File: src/rtl/eprom_prog_pkg.sv
// Purpose: Shared constants and types for the EPROM programmer controller
// Assumes: Controller clock mclk at 250 MHz
// Notes:   Command, mode and pin-select encodings live here
package eprom_prog_pkg;

  // Clock period in picoseconds
  localparam int unsigned CLK_PERIOD_PS  = 4000;
  // Device oscillator window, kHz (4 to 6 MHz)
  localparam int unsigned OSC_MIN_KHZ    = 4000;
  localparam int unsigned OSC_MAX_KHZ    = 6000;
  // Default oscillator divider: 250 MHz / 50 = 5 MHz
  localparam int unsigned OSC_DIV        = 50;
  // Setup/hold before and after strobe: 48 oscillator periods
  localparam int unsigned SETUP_TCLCL    = 48;
  localparam int unsigned SETUP_CYC      = SETUP_TCLCL * OSC_DIV;
  // Supply setup/hold, strobe gap, microseconds
  localparam int unsigned VPP_SETUP_US   = 10;
  localparam int unsigned VPP_SETUP_CYC  =
    (VPP_SETUP_US * 1000000 + CLK_PERIOD_PS - 1) / CLK_PERIOD_PS;
  localparam int unsigned GAP_US         = 10;
  localparam int unsigned GAP_CYC        =
    (GAP_US * 1000000 + CLK_PERIOD_PS - 1) / CLK_PERIOD_PS;
  // Strobe width 90 to 110 us; aim at the middle, 100 us
  localparam int unsigned PULSE_US       = 100;
  localparam int unsigned PULSE_CYC      =
    (PULSE_US * 1000000) / CLK_PERIOD_PS;
  // Strobe counts per step
  localparam int unsigned STROBES_MAIN   = 5;
  localparam int unsigned STROBES_LONG   = 25;

  // Software register offsets
  localparam logic [3:0] REG_ADDR        = 4'h0;
  localparam logic [3:0] REG_DATA        = 4'h1;
  localparam logic [3:0] REG_CMD         = 4'h2;
  localparam logic [3:0] REG_STATUS      = 4'h3;
  localparam logic [3:0] REG_RDATA       = 4'h4;
  // Status field positions
  localparam int unsigned ST_BUSY        = 0;
  localparam int unsigned ST_DONE        = 1;
  localparam int unsigned ST_MISMATCH    = 2;

  // Operations requested through the command register
  typedef enum logic [2:0] {
    OP_PROG_CODE = 3'h0,
    OP_PROG_KEY  = 3'h1,
    OP_LOCK_ONE  = 3'h2,
    OP_LOCK_TWO  = 3'h3,
    OP_LOCK_THR  = 3'h4,
    OP_VERIFY    = 3'h5,
    OP_SIGNATURE = 3'h6
  } op_t;

  // Mode-select pin levels
  typedef struct packed {
    logic p2_6;
    logic p2_7;
    logic p3_3;
    logic p3_6;
    logic p3_7;
  } sel_t;

  // Pin-level selects per mode
  localparam sel_t SEL_PROG_CODE = 5'h0F;  // L H H H H
  localparam sel_t SEL_PROG_KEY  = 5'h0D;  // L H H L H
  localparam sel_t SEL_LOCK_ONE  = 5'h1F;  // H H H H H
  localparam sel_t SEL_LOCK_TWO  = 5'h1C;  // H H H L L
  localparam sel_t SEL_LOCK_THR  = 5'h16;  // H L H H L
  localparam sel_t SEL_VERIFY    = 5'h03;  // L L L H H
  localparam sel_t SEL_SIGNATURE = 5'h00;  // L L L L L

  // Device-facing pin group
  typedef struct packed {
    logic [14:0] addr;     // Port 1 in [7:0], port 2 bits 0..4 in [12:8]
    logic        rst;
    logic        store_en_n;
    logic        strobe_n;
    logic        vpp_on;
    logic        vpp_high;
    sel_t        sel;
  } pins_t;

endpackage : eprom_prog_pkg

File: src/rtl/eprom_programmer.sv
// Purpose: Host controller driving an EPROM parallel programming port
// Assumes: Software issues one command at a time and polls busy
// Notes:   Data port is tri-stated by enable; low enable means driving
// Notes on behaviour
// RULE_01: Keep device oscillator running at 4-6 MHz.
// RULE_02: Address on port 1 and port 2 low bits.
// RULE_03: Drive code byte on port 0 when programming.
// RULE_04: Low strobe pulse programs the presented byte.
// RULE_05: Supply high, raise to programming, strobe, lower.
// RULE_06: Verify only after supply back at high.
// RULE_07: Code programming select pattern applied.
// RULE_08: Verify and signature select patterns applied.
// RULE_09: Encryption and lock-bit select patterns applied.
// RULE_10: Address, data, selects, supply, then strobes.
// RULE_11: Five strobes main byte, 25 otherwise.
// RULE_12: Repeat steps per byte until image written.
// RULE_13: Lock bits have no direct read-back.
// RULE_14: Verify returns XNOR with encryption byte.
// RULE_15: First lock bit blocks further programming.
// RULE_16: Erased cells read as ones.
// RULE_17: Verify written byte, flag any mismatch.
//
// The implementer's own choices: the register addresses and the plain strobed port.
module eprom_programmer
  import eprom_prog_pkg::*;
#(
  parameter int unsigned OSC_DIVIDE  = OSC_DIV,
  parameter int unsigned SETUP_CYCS  = SETUP_CYC,
  parameter int unsigned VPP_CYCS    = VPP_SETUP_CYC,
  parameter int unsigned GAP_CYCS    = GAP_CYC,
  parameter int unsigned PULSE_CYCS  = PULSE_CYC
)(
  // Clock and reset
  input  wire logic        mclk,
  input  wire logic        reset_n,
  // Software register port
  input  wire logic [3:0]  sw_addr,
  input  wire logic [15:0] sw_wdata,
  input  wire logic        sw_wr,
  input  wire logic        sw_rd,
  output logic      [15:0] sw_rdata,
  // Device oscillator and control pins
  output logic             osc_clk,
  output pins_t            dev_pins,
  // Device data port 0
  input  wire logic [7:0]  data_in,
  output logic      [7:0]  data_out,
  output logic             data_oe_n
);

  // States, Gray coded along the program path
  typedef enum logic [2:0] {
    S_IDLE  = 3'b000,
    S_SETUP = 3'b001,
    S_VPPUP = 3'b011,
    S_PULSE = 3'b010,
    S_GAP   = 3'b110,
    S_VPPDN = 3'b111,
    S_READ  = 3'b101
  } state_t;

  logic        rst_s1_ff;          // Reset synchroniser stage 1
  logic        rst_ff;             // Synchronised reset, active low
  logic [14:0] addr_ff;            // Target address
  logic [7:0]  wdata_ff;           // Byte to write
  op_t         op_ff;              // Current operation
  logic        chk_ff;             // Verify after program
  state_t      state_ff;           // Sequencer state
  logic [31:0] cnt_ff;             // Interval counter
  logic [4:0]  strobes_ff;         // Strobes remaining
  logic        done_ff;            // Sticky completion
  logic        mism_ff;            // Sticky mismatch
  logic [7:0]  rdata_ff;           // Last byte read back
  logic [7:0]  osc_cnt_ff;         // Oscillator divider
  logic        osc_ff;             // Oscillator output
  logic        start;              // Command write
  logic        busy;               // Sequencer active
  logic        is_read;            // Operation is a read

  assign start   = sw_wr && sw_addr == REG_CMD && state_ff == S_IDLE;
  assign busy    = state_ff != S_IDLE;
  assign is_read = op_ff == OP_VERIFY || op_ff == OP_SIGNATURE;

  // Reset release through two flops
  always_ff @(posedge mclk or negedge reset_n)
  begin
    if (!reset_n)
    begin
      rst_s1_ff <= 1'b0;
      rst_ff    <= 1'b0;
    end
    else
    begin
      rst_s1_ff <= 1'b1;
      rst_ff    <= rst_s1_ff;
    end
  end

  // Device oscillator divider, kept running
  always_ff @(posedge mclk or negedge rst_ff)
  begin
    if (!rst_ff)
    begin
      osc_cnt_ff <= 8'h00;
      osc_ff     <= 1'b0;
    end
    else if (osc_cnt_ff == 8'((OSC_DIVIDE / 2) - 1))
    begin
      osc_cnt_ff <= 8'h00;
      osc_ff     <= ~osc_ff;                          // RULE_01
    end
    else
      osc_cnt_ff <= osc_cnt_ff + 8'h01;
  end
  assign osc_clk = osc_ff;

  // Software-written address, data and command
  always_ff @(posedge mclk or negedge rst_ff)
  begin
    if (!rst_ff)
    begin
      addr_ff  <= 15'h0000;
      wdata_ff <= 8'h00;
      op_ff    <= OP_VERIFY;
      chk_ff   <= 1'b0;
    end
    else if (sw_wr && !busy)
    begin
      if (sw_addr == REG_ADDR)
        addr_ff <= sw_wdata[14:0];                     // RULE_12
      else if (sw_addr == REG_DATA)
        wdata_ff <= sw_wdata[7:0];
      else if (sw_addr == REG_CMD)
      begin
        op_ff  <= op_t'(sw_wdata[2:0]);
        chk_ff <= sw_wdata[3];                         // RULE_17
      end
    end
    else if (state_ff == S_VPPDN && cnt_ff == 32'h0 && chk_ff)
    begin
      op_ff  <= OP_VERIFY;                             // RULE_17
      chk_ff <= 1'b0;
    end
  end

  // Program and read sequencer
  always_ff @(posedge mclk or negedge rst_ff)
  begin
    if (!rst_ff)
    begin
      state_ff   <= S_IDLE;
      cnt_ff     <= 32'h0;
      strobes_ff <= 5'h00;
    end
    else
    begin
      case (state_ff)
        S_IDLE:
          if (start)
          begin
            state_ff <= S_SETUP;                       // RULE_10
            cnt_ff   <= 32'(SETUP_CYCS);
          end
        S_SETUP:
          if (cnt_ff != 32'h0)
            cnt_ff <= cnt_ff - 32'h1;
          else if (is_read)
          begin
            state_ff <= S_READ;                        // RULE_06
            cnt_ff   <= 32'(SETUP_CYCS);
          end
          else
          begin
            state_ff   <= S_VPPUP;                     // RULE_05
            cnt_ff     <= 32'(VPP_CYCS);
            strobes_ff <= (op_ff == OP_PROG_CODE) ?
                          5'(STROBES_MAIN) : 5'(STROBES_LONG); // RULE_11
          end
        S_VPPUP:
          if (cnt_ff != 32'h0)
            cnt_ff <= cnt_ff - 32'h1;
          else
          begin
            state_ff <= S_PULSE;                       // RULE_04
            cnt_ff   <= 32'(PULSE_CYCS);
          end
        S_PULSE:
          if (cnt_ff != 32'h0)
            cnt_ff <= cnt_ff - 32'h1;
          else
          begin
            state_ff   <= S_GAP;
            cnt_ff     <= 32'(GAP_CYCS);
            strobes_ff <= strobes_ff - 5'h01;
          end
        S_GAP:
          if (cnt_ff != 32'h0)
            cnt_ff <= cnt_ff - 32'h1;
          else if (strobes_ff != 5'h00)
          begin
            state_ff <= S_PULSE;                       // RULE_11
            cnt_ff   <= 32'(PULSE_CYCS);
          end
          else
          begin
            state_ff <= S_VPPDN;                       // RULE_05
            cnt_ff   <= 32'(SETUP_CYCS);
          end
        S_VPPDN:
          if (cnt_ff != 32'h0)
            cnt_ff <= cnt_ff - 32'h1;
          else if (chk_ff)
          begin
            state_ff <= S_SETUP;                       // RULE_06
            cnt_ff   <= 32'(SETUP_CYCS);
          end
          else
            state_ff <= S_IDLE;
        S_READ:
          if (cnt_ff != 32'h0)
            cnt_ff <= cnt_ff - 32'h1;
          else
            state_ff <= S_IDLE;
        default:
          state_ff <= S_IDLE;
      endcase
    end
  end

  // Read-back capture, completion and mismatch flags
  always_ff @(posedge mclk or negedge rst_ff)
  begin
    if (!rst_ff)
    begin
      rdata_ff <= 8'h00;
      done_ff  <= 1'b0;
      mism_ff  <= 1'b0;
    end
    else
    begin
      // Set wins over a clear in the same cycle
      if (state_ff == S_READ && cnt_ff == 32'h0)
      begin
        rdata_ff <= data_in;
        done_ff  <= 1'b1;
        if (op_ff == OP_VERIFY && data_in != wdata_ff)
          mism_ff <= 1'b1;                             // RULE_17
        else if (sw_wr && sw_addr == REG_STATUS && sw_wdata[ST_MISMATCH])
          mism_ff <= 1'b0;
      end
      else if (state_ff == S_VPPDN && cnt_ff == 32'h0 && !chk_ff)
      begin
        done_ff <= 1'b1;
        // Mismatch clear still honoured while done is being set
        if (sw_wr && sw_addr == REG_STATUS && sw_wdata[ST_MISMATCH])
          mism_ff <= 1'b0;
      end
      else if (start)
        done_ff <= 1'b0;
      else if (sw_wr && sw_addr == REG_STATUS)
      begin
        if (sw_wdata[ST_DONE])
          done_ff <= 1'b0;
        if (sw_wdata[ST_MISMATCH])
          mism_ff <= 1'b0;
      end
    end
  end

  // Pin drive: selects per mode, supply and strobe per state
  always_ff @(posedge mclk or negedge rst_ff)
  begin
    if (!rst_ff)
    begin
      dev_pins  <= '0;
      data_out  <= 8'h00;
      data_oe_n <= 1'b1;
    end
    else
    begin
      dev_pins.addr       <= addr_ff;                  // RULE_02
      dev_pins.rst        <= busy;
      dev_pins.store_en_n <= 1'b0;
      dev_pins.strobe_n   <= state_ff != S_PULSE;      // RULE_04
      dev_pins.vpp_on     <= state_ff == S_VPPUP ||
                             state_ff == S_PULSE ||
                             state_ff == S_GAP;        // RULE_05
      dev_pins.vpp_high   <= busy;
      data_out            <= wdata_ff;                 // RULE_03
      data_oe_n           <= !(busy && !is_read);
      case (op_ff)
        OP_PROG_CODE: dev_pins.sel <= SEL_PROG_CODE;   // RULE_07
        OP_PROG_KEY:  dev_pins.sel <= SEL_PROG_KEY;    // RULE_09
        OP_LOCK_ONE:  dev_pins.sel <= SEL_LOCK_ONE;    // RULE_09
        OP_LOCK_TWO:  dev_pins.sel <= SEL_LOCK_TWO;    // RULE_09
        OP_LOCK_THR:  dev_pins.sel <= SEL_LOCK_THR;    // RULE_09
        OP_SIGNATURE: dev_pins.sel <= SEL_SIGNATURE;   // RULE_08
        default:      dev_pins.sel <= SEL_VERIFY;      // RULE_08
      endcase
    end
  end

  // Register read data, one cycle after the strobe
  always_ff @(posedge mclk or negedge rst_ff)
  begin
    if (!rst_ff)
      sw_rdata <= 16'h0000;
    else if (sw_rd)
    begin
      if (sw_addr == REG_ADDR)
        sw_rdata <= {1'b0, addr_ff};
      else if (sw_addr == REG_DATA)
        sw_rdata <= {8'h00, wdata_ff};
      else if (sw_addr == REG_CMD)
        sw_rdata <= {12'h000, chk_ff, op_ff};
      else if (sw_addr == REG_STATUS)
        sw_rdata <= {13'h0, mism_ff, done_ff, busy};
      else if (sw_addr == REG_RDATA)
        sw_rdata <= {8'h00, rdata_ff};
      else
        sw_rdata <= 16'h0000;
    end
    else
      sw_rdata <= 16'h0000;
  end

endmodule : eprom_programmer

File: config.mk
export PLATFORM = sky130hd
export DESIGN_NAME = eprom_programmer
export DESIGN_NICKNAME = d
export VERILOG_FILES = /design/src/rtl/eprom_prog_pkg.sv /design/src/rtl/eprom_programmer.sv
export SDC_FILE = /design/constraint.sdc
export NUM_CORES = 1
export LEC_CHECK = 0
export BUFFER_PORTS_ARGS = -buffer_cell sky130_fd_sc_hd__buf_4
export CAP_MARGIN = 10
export CORE_ASPECT_RATIO = 1.2
export CORE_MARGIN = 2
export CORE_UTILIZATION = 49
export CTS_CLUSTER_SIZE = 40
export DETAILED_ROUTE_END_ITERATION = 6
export GPL_TIMING_DRIVEN = 0
export PLACE_DENSITY = 0.72
export REMOVE_ABC_BUFFERS = 1
export SLEW_MARGIN = 20
export SYNTH_ARGS = -nofsm -noshare
export SYNTH_HDL_FRONTEND = slang
export SYNTH_SLANG_ARGS = --single-unit
File: constraint.sdc
create_clock -name mclk -period 4 [get_ports mclk]
set_input_delay 0.6 -clock mclk [delete_from_list [all_inputs] [get_ports mclk]]
set_output_delay 0.6 -clock mclk [all_outputs]
set_load 0.03 [all_outputs]
==> flow_summary.json, run 1 <==
{
  "status": "finished clean",
  "post-route-period-util": 0.860,
  "comb_power_share": 0.029,
  "ctsHtreeMaxLevel": 4,
  "grt_max_degree": 49,
  "grt_pass1_wl_um": 24100,
  "power_switching_uw": 647,
  "fin_worst_skew_ns": 0.00746,
  "io_pins": 83,
  "instances_no_fill": 836,
  "synth_cells": 588,
  "die_x_um": 106,
  "finalMaxSlewViolations": 0,
  "synth_xor_area_frac": 0.0400,
  "vias": 4813,
  "synth_mux_area_frac": 0.0522,
  "postLayoutCoreUtil": 0.617,
  "synth_edf_count": 0,
  "start_kind": "flop",
  "clock.fmax_mhz": 291,
  "rr_worst_depth": 6,
  "synth-simple-area-share": 0.180,
  "rows": 44,
  "r2r-start": "cnt_ff[20]",
  "synth_area_um2": 6130,
  "period_needed_ns": 3.44,
  "layout.nets": 698,
  "antennaDiodeCount": 0,
  "startpoint": "cnt_ff[20]",
  "slew_headroom": 0.301,
  "start_util": 0.504,
  "route.detailed.drc": 0,
  "ys.flop_type": "dfrtp_1",
  "coreArea_um2": 12200,
  "cts-root-buf": "clkbuf_16",
  "critPathMaxFanout": 15,
  "clkPwrFrac": 0.536,
  "antenna_found_initial": 0,
  "grt_pass1_vias": 4879,
  "yosys.cell_types.count": 62,
  "clkTransAtPathRegs_ns": 0.06,
  "avgRoutedWirePerCell_um": 17.0,
  "cts_tree": "done",
  "finalSetupViolations": 0,
  "cts_setup_buffers": 0,
  "finish.instance_area_um2": 7510,
  "detail_route.vias_per_cell": 5.76,
  "grt_use_total": 0.225,
  "finalHoldViolCount": 0,
  "internal-power_uw": 2530,
  "yosys_register_bits": 135,
  "crit_type": "reg -> reg",
  "holdCritPathClass": "reg -> async",
  "clock_latency_ns": 0.41,
  "die_y_um": 127,
  "ir_worst_vdd_mv": 0.244,
  "maxCapViolations": 0,
  "r2r_setup_slack_ns": 0.56,
  "swShare": 0.203,
  "cts_buffers": 17,
  "powerDensity_nw_per_um2": 423,
  "drive_gt1_frac": 0.230,
  "place.gp.congestion": 0.877,
  "drt-total-wl_um": 14200,
  "cts_buffer_depth": 2,
  "reg2reg_to": "cnt_ff[29]",
  "synthArstFlopShare": 1.00,
  "drt_iter0_drc": 457,
  "total_power_uw": 3180,
  "multi_input_area_um2": 2550,
  "clock-sinks": 135,
  "synthToLayoutAreaGrowth_pct": 22.5,
  "required_ns": 4.33,
  "synth_compound_area_frac": 0.132,
  "synth_top_family_by_area": "simple AND/OR/NAND/NOR gates",
  "power.leakage_uw": 0.00367,
  "tightest_slew_ns": 1.04,
  "grt_remaining_overflow": 0,
  "seq_area_um2": 3390,
  "dp_cells": 803,
  "grt_setup_unrepaired": "no",
  "holdWs_ns": 0.342,
  "ant_nets": 0,
  "fill_cells": 978,
  "arrival_ns": 3.77,
  "die-area_um2": 13400,
  "place_hpwl_um": 9600,
  "ys_seq_area_frac": 0.552,
  "io_buffers": 79,
  "synth_fa_ha_area_frac": 0.00816,
  "end_kind": "flop",
  "seqPwrFrac": 0.434,
  "firstDrtPassIters": 5,
  "postSynthAreaPerCell_um2": 10.4,
  "yosys_warnings": 0,
  "placed_cell_area_um2": 6850
}
[worst max path at each step]
stage / to / slack, ns
2_1_floorplan: addr_ff[0] / -0.03
3_3_place_gp: cnt_ff[24] / -1.31
3_5_place_dp: cnt_ff[26] / 0.29
5_1_grt: cnt_ff[29] / 0.24
4_1_cts: cnt_ff[29] / 0.55
6_report: cnt_ff[29] / 0.56
[power by group through the flow]
stage	Combinational [uW]	Clock [uW]	Sequential, uW
5_1_grt	104	1800	1380
3_5_place_dp	93.4	0	1410
2_1_floorplan	20.8	0	1420
6_report	93.7	1710	1380
3_3_place_gp	68.5	0	1420
4_1_cts	95.0	1730	1380
[stage by stage]
stage	worst slack, ns	TNS (ns)
2_1_floorplan	-0.0345	-4.49
3_3_place_gp	-1.31	-169.11
3_5_place_dp	0.288	0
4_1_cts	0.546	0
5_1_grt	0.244	0
6_report	0.561	0
[cell families after synthesis]
group                    Yosys count
XOR/XNOR                          28
other                              2
buffers and inverters             49
adder cells (fa/ha/maj)            4
multiplexers                      29
AND/OR/NAND/NOR                  211
AO/OA/AOI/OAI                    130
flip-flops                       135
[registers in the layout (all words and copies together), names as in the netlist, 8 cells and up]
register    flops
data_out        8
sw_rdata       15
osc_cnt_ff      8
cnt_ff         32
rdata_ff        8
wdata_ff        8
addr_ff        15
dev_pins       23
[worst max-delay path, cell delays in order (launching register included)]
cell,delay [ns]
dfrtp_1,0.42
nor4_1,0.50
nand3_1,0.42
nor4_1,0.81
a31oi_1,0.51
and2_1,0.49
a21oi_1,0.20
[synth_stat cells (all sizes together), types with 5 or more instances]
| cell type | number | share of area |
|---|---|---|
| a21oi | 37 | 0.030 |
| a31oi | 7 | 0.0071 |
| and3 | 12 | 0.012 |
| buf | 13 | 0.013 |
| clkbuf | 15 | 0.0092 |
| dfrtp | 132 | 0.54 |
| inv | 21 | 0.013 |
| mux2 | 24 | 0.044 |
| mux2i | 5 | 0.0082 |
| nand2 | 36 | 0.022 |
| nand2b | 6 | 0.0061 |
| nand3 | 15 | 0.012 |
| nand4 | 6 | 0.0061 |
| nor2 | 59 | 0.036 |
| nor2b | 5 | 0.0051 |
| nor3 | 17 | 0.014 |
| nor4 | 15 | 0.015 |
| o21ai | 40 | 0.034 |
| o22a | 5 | 0.0071 |
| o31ai | 14 | 0.017 |
| or3 | 10 | 0.011 |
| or4 | 11 | 0.015 |
| xor2 | 25 | 0.036 |
[metal layers]
metal | share of wire | up-vias | global-route usage
met1 | 0.42 | 2363 | 0.284
li1 | - | 2253 | -
met4 | 0.018 | 0 | 0.0766
met3 | 0.054 | 27 | 0.0570
met5 | 0 | - | 0
met2 | 0.50 | 170 | 0.378
[repair_timing]
item                                   4_1_cts  5_1_grt
endpoints found under the hold margin        2        0
hold buffers                                 1        0
resized for setup                            0        0
[layout make-up]
class / instances / area share
tap: 161 / 0.0268
sequential: 135 / 0.451
timing repair buffer: 82 / 0.0866
multi-input combinational: 405 / 0.339
clock buffer: 21 / 0.0600
inverter: 21 / 0.0105
clock inverter: 11 / 0.0260
[cell usage in the layout, fill, tap and decap left out, drive strengths merged, types with 4 or more instances in the layout]
master / count
a211oi: 4
a21oi: 37
a31oi: 7
and2: 4
and3: 12
buf: 81
bufinv: 5
clkbuf: 21
dfrtp: 132
ha: 4
inv: 23
mux2: 24
mux2i: 5
nand2: 36
nand2b: 6
nand3: 15
nand4: 6
nor2: 59
nor2b: 5
nor3: 17
nor4: 15
o21ai: 40
o22a: 5
o31ai: 14
or3: 10
or4: 11
xor2: 25
Power figures use the tool's default switching activity.
==> inputs of run 2 (changes only) <==
--- a/config.mk
+++ b/config.mk
@@ -6,5 +6,5 @@
 export NUM_CORES = 1
 export LEC_CHECK = 0
-export BUFFER_PORTS_ARGS = -buffer_cell sky130_fd_sc_hd__buf_4
+export BUFFER_PORTS_ARGS = -buffer_cell sky130_fd_sc_hd__buf_2
 export CAP_MARGIN = 10
 export CORE_ASPECT_RATIO = 1.2
==> constraint.sdc (replaced) <==
create_clock -name mclk -period 4 [get_ports mclk]
set_input_delay 0.8 -clock mclk [delete_from_list [all_inputs] [get_ports mclk]]
set_output_delay 0.8 -clock mclk [all_outputs]
set_load 0.03 [all_outputs]
==> run 2 against run 1 <==
Combinational power down 9.0%. Die area is the same. Critical path depth unchanged. Non-clock buffer count fell by 1. Wire length fell by 0.21%. Setup slack worse by 0.051 ns.
==> flow_summary.json, run 2 (same netlist as run 1, synthesis figures left out) <==
{
  "critPathMaxFanout": 15,
  "firstDrtPassIters": 4,
  "io_pins": 83,
  "postLayoutCoreUtil": 0.600,
  "slew_headroom": 0.331,
  "largest_register": "cnt_ff",
  "cts-root-buf": "clkbuf_16",
  "status": "finished clean",
  "grt_use_total": 0.220,
  "clock-sinks": 135,
  "cts_buffers": 17,
  "drive_gt1_frac": 0.234,
  "holdCritPathClass": "in -> async",
  "ctsHtreeMaxLevel": 4,
  "ir_worst_vdd_mv": 0.261,
  "fin_worst_skew_ns": 0.00676,
  "powerDensity_nw_per_um2": 428,
  "grt_pass1_wl_um": 23700,
  "cts_tree": "done",
  "crit_type": "reg -> reg",
  "required_ns": 4.32,
  "r2r_setup_slack_ns": 0.51,
  "arrival_ns": 3.81,
  "cts_buffer_depth": 2,
  "start_kind": "flop",
  "ant_nets": 0,
  "post-route-period-util": 0.873,
  "tightest_slew_ns": 0.989,
  "grt_remaining_overflow": 0,
  "finalHoldViolCount": 0,
  "placed_cell_area_um2": 6650,
  "finalMaxSlewViolations": 0,
  "finish.instance_area_um2": 7300,
  "drt_iter0_drc": 327,
  "period_needed_ns": 3.49,
  "route.detailed.drc": 0,
  "clock.fmax_mhz": 287,
  "top_regs": "cnt_ff x32, dev_pins x23",
  "drt-total-wl_um": 14200,
  "coreArea_um2": 12200,
  "hold_buffers": 0,
  "power.leakage_uw": 0.00364,
  "die_y_um": 127,
  "dp_slack_ns": 0.102,
  "synthToLayoutAreaGrowth_pct": 19.1,
  "mostFrequentLayoutCell": "dfrtp_1",
  "largest_register_ffs": 32,
  "avgRoutedWirePerCell_um": 17.0,
  "final_cell_mix": "dfrtp_1, buf_2, nor2_1, a21oi_1",
  "fill_cells": 995,
  "instances_no_fill": 835,
  "die_x_um": 106,
  "io_buffers": 79,
  "finalSetupViolations": 0,
  "grt_max_degree": 58,
  "die-area_um2": 13400,
  "dp_cells": 803,
  "clkTransAtPathRegs_ns": 0.06,
  "antenna_found_initial": 0,
  "maxCapViolations": 0,
  "layout.nets": 697,
  "place.gp.congestion": 0.886,
  "clock_latency_ns": 0.40,
  "grt_pass1_vias": 4892,
  "total_power_uw": 3130,
  "worst_slack_ns": 0.510,
  "cts_setup_buffers": 0,
  "cts.repair.resized": 0,
  "grt_setup_unrepaired": "no",
  "end_kind": "flop",
  "detail_route.vias_per_cell": 5.77,
  "antennaDiodeCount": 0,
  "rows": 44,
  "start_util": 0.504,
  "place_hpwl_um": 9660,
  "vias": 4815
}
[run 2: path summary, 6_finish.rpt]
path | from | end | depth (start not counted)
min in group mclk | rst_s1_ff | rst_ff | 0
max in group asynchronous | rst_ff | op_ff[0] | 1
min | reset_n | rst_ff | 1
max | cnt_ff[20] | cnt_ff[23] | 6
min reg2reg | rst_ff | dev_pins[11] | 0
max reg2reg | cnt_ff[20] | cnt_ff[23] | 6
[run 2: power by group]
part	leakage, uW	switching (uW)	internal [uW]
clock	0.000314	566	1090
combinational	0.00156	58.6	26.7
sequential	0.00176	8.84	1370
[run 2: metrics by stage]
stage	TNS (ns)	hold WS, ns
detailed placement	0	0.314
global placement	-166.07	0.340
floorplan	-4.49	0.331
global route	0	0.157
CTS	0	0.158
finish	0	0.170
[run 2: final cells by class]
cell class / count / area [um2] / area share
timing repair buffer: 81 / 443 / 0.0606
clock buffer: 21 / 470 / 0.0644
multi-input combinational: 405 / 2560 / 0.350
clock inverter: 11 / 169 / 0.0231
inverter: 21 / 78.8 / 0.0108
sequential: 135 / 3390 / 0.464
tap: 161 / 201 / 0.0276
[run 2: layer usage]
| layer | vias to the layer above | global-route usage | share of wire |
|---|---|---|---|
| met1 | 2373 | 0.276 | 0.42 |
| met2 | 153 | 0.373 | 0.51 |
| met5 | - | 0 | 0 |
| li1 | 2260 | - | - |
| met3 | 29 | 0.0473 | 0.049 |
| met4 | 0 | 0.0859 | 0.024 |
[run 2: critical path: stages (launching register included)]
cell	delay (ns)
dfrtp_1	0.41
nor4_1	0.49
nand3_1	0.42
nor4_1	0.84
a31oi_1	0.50
and2_1	0.50
a21oi_1	0.23
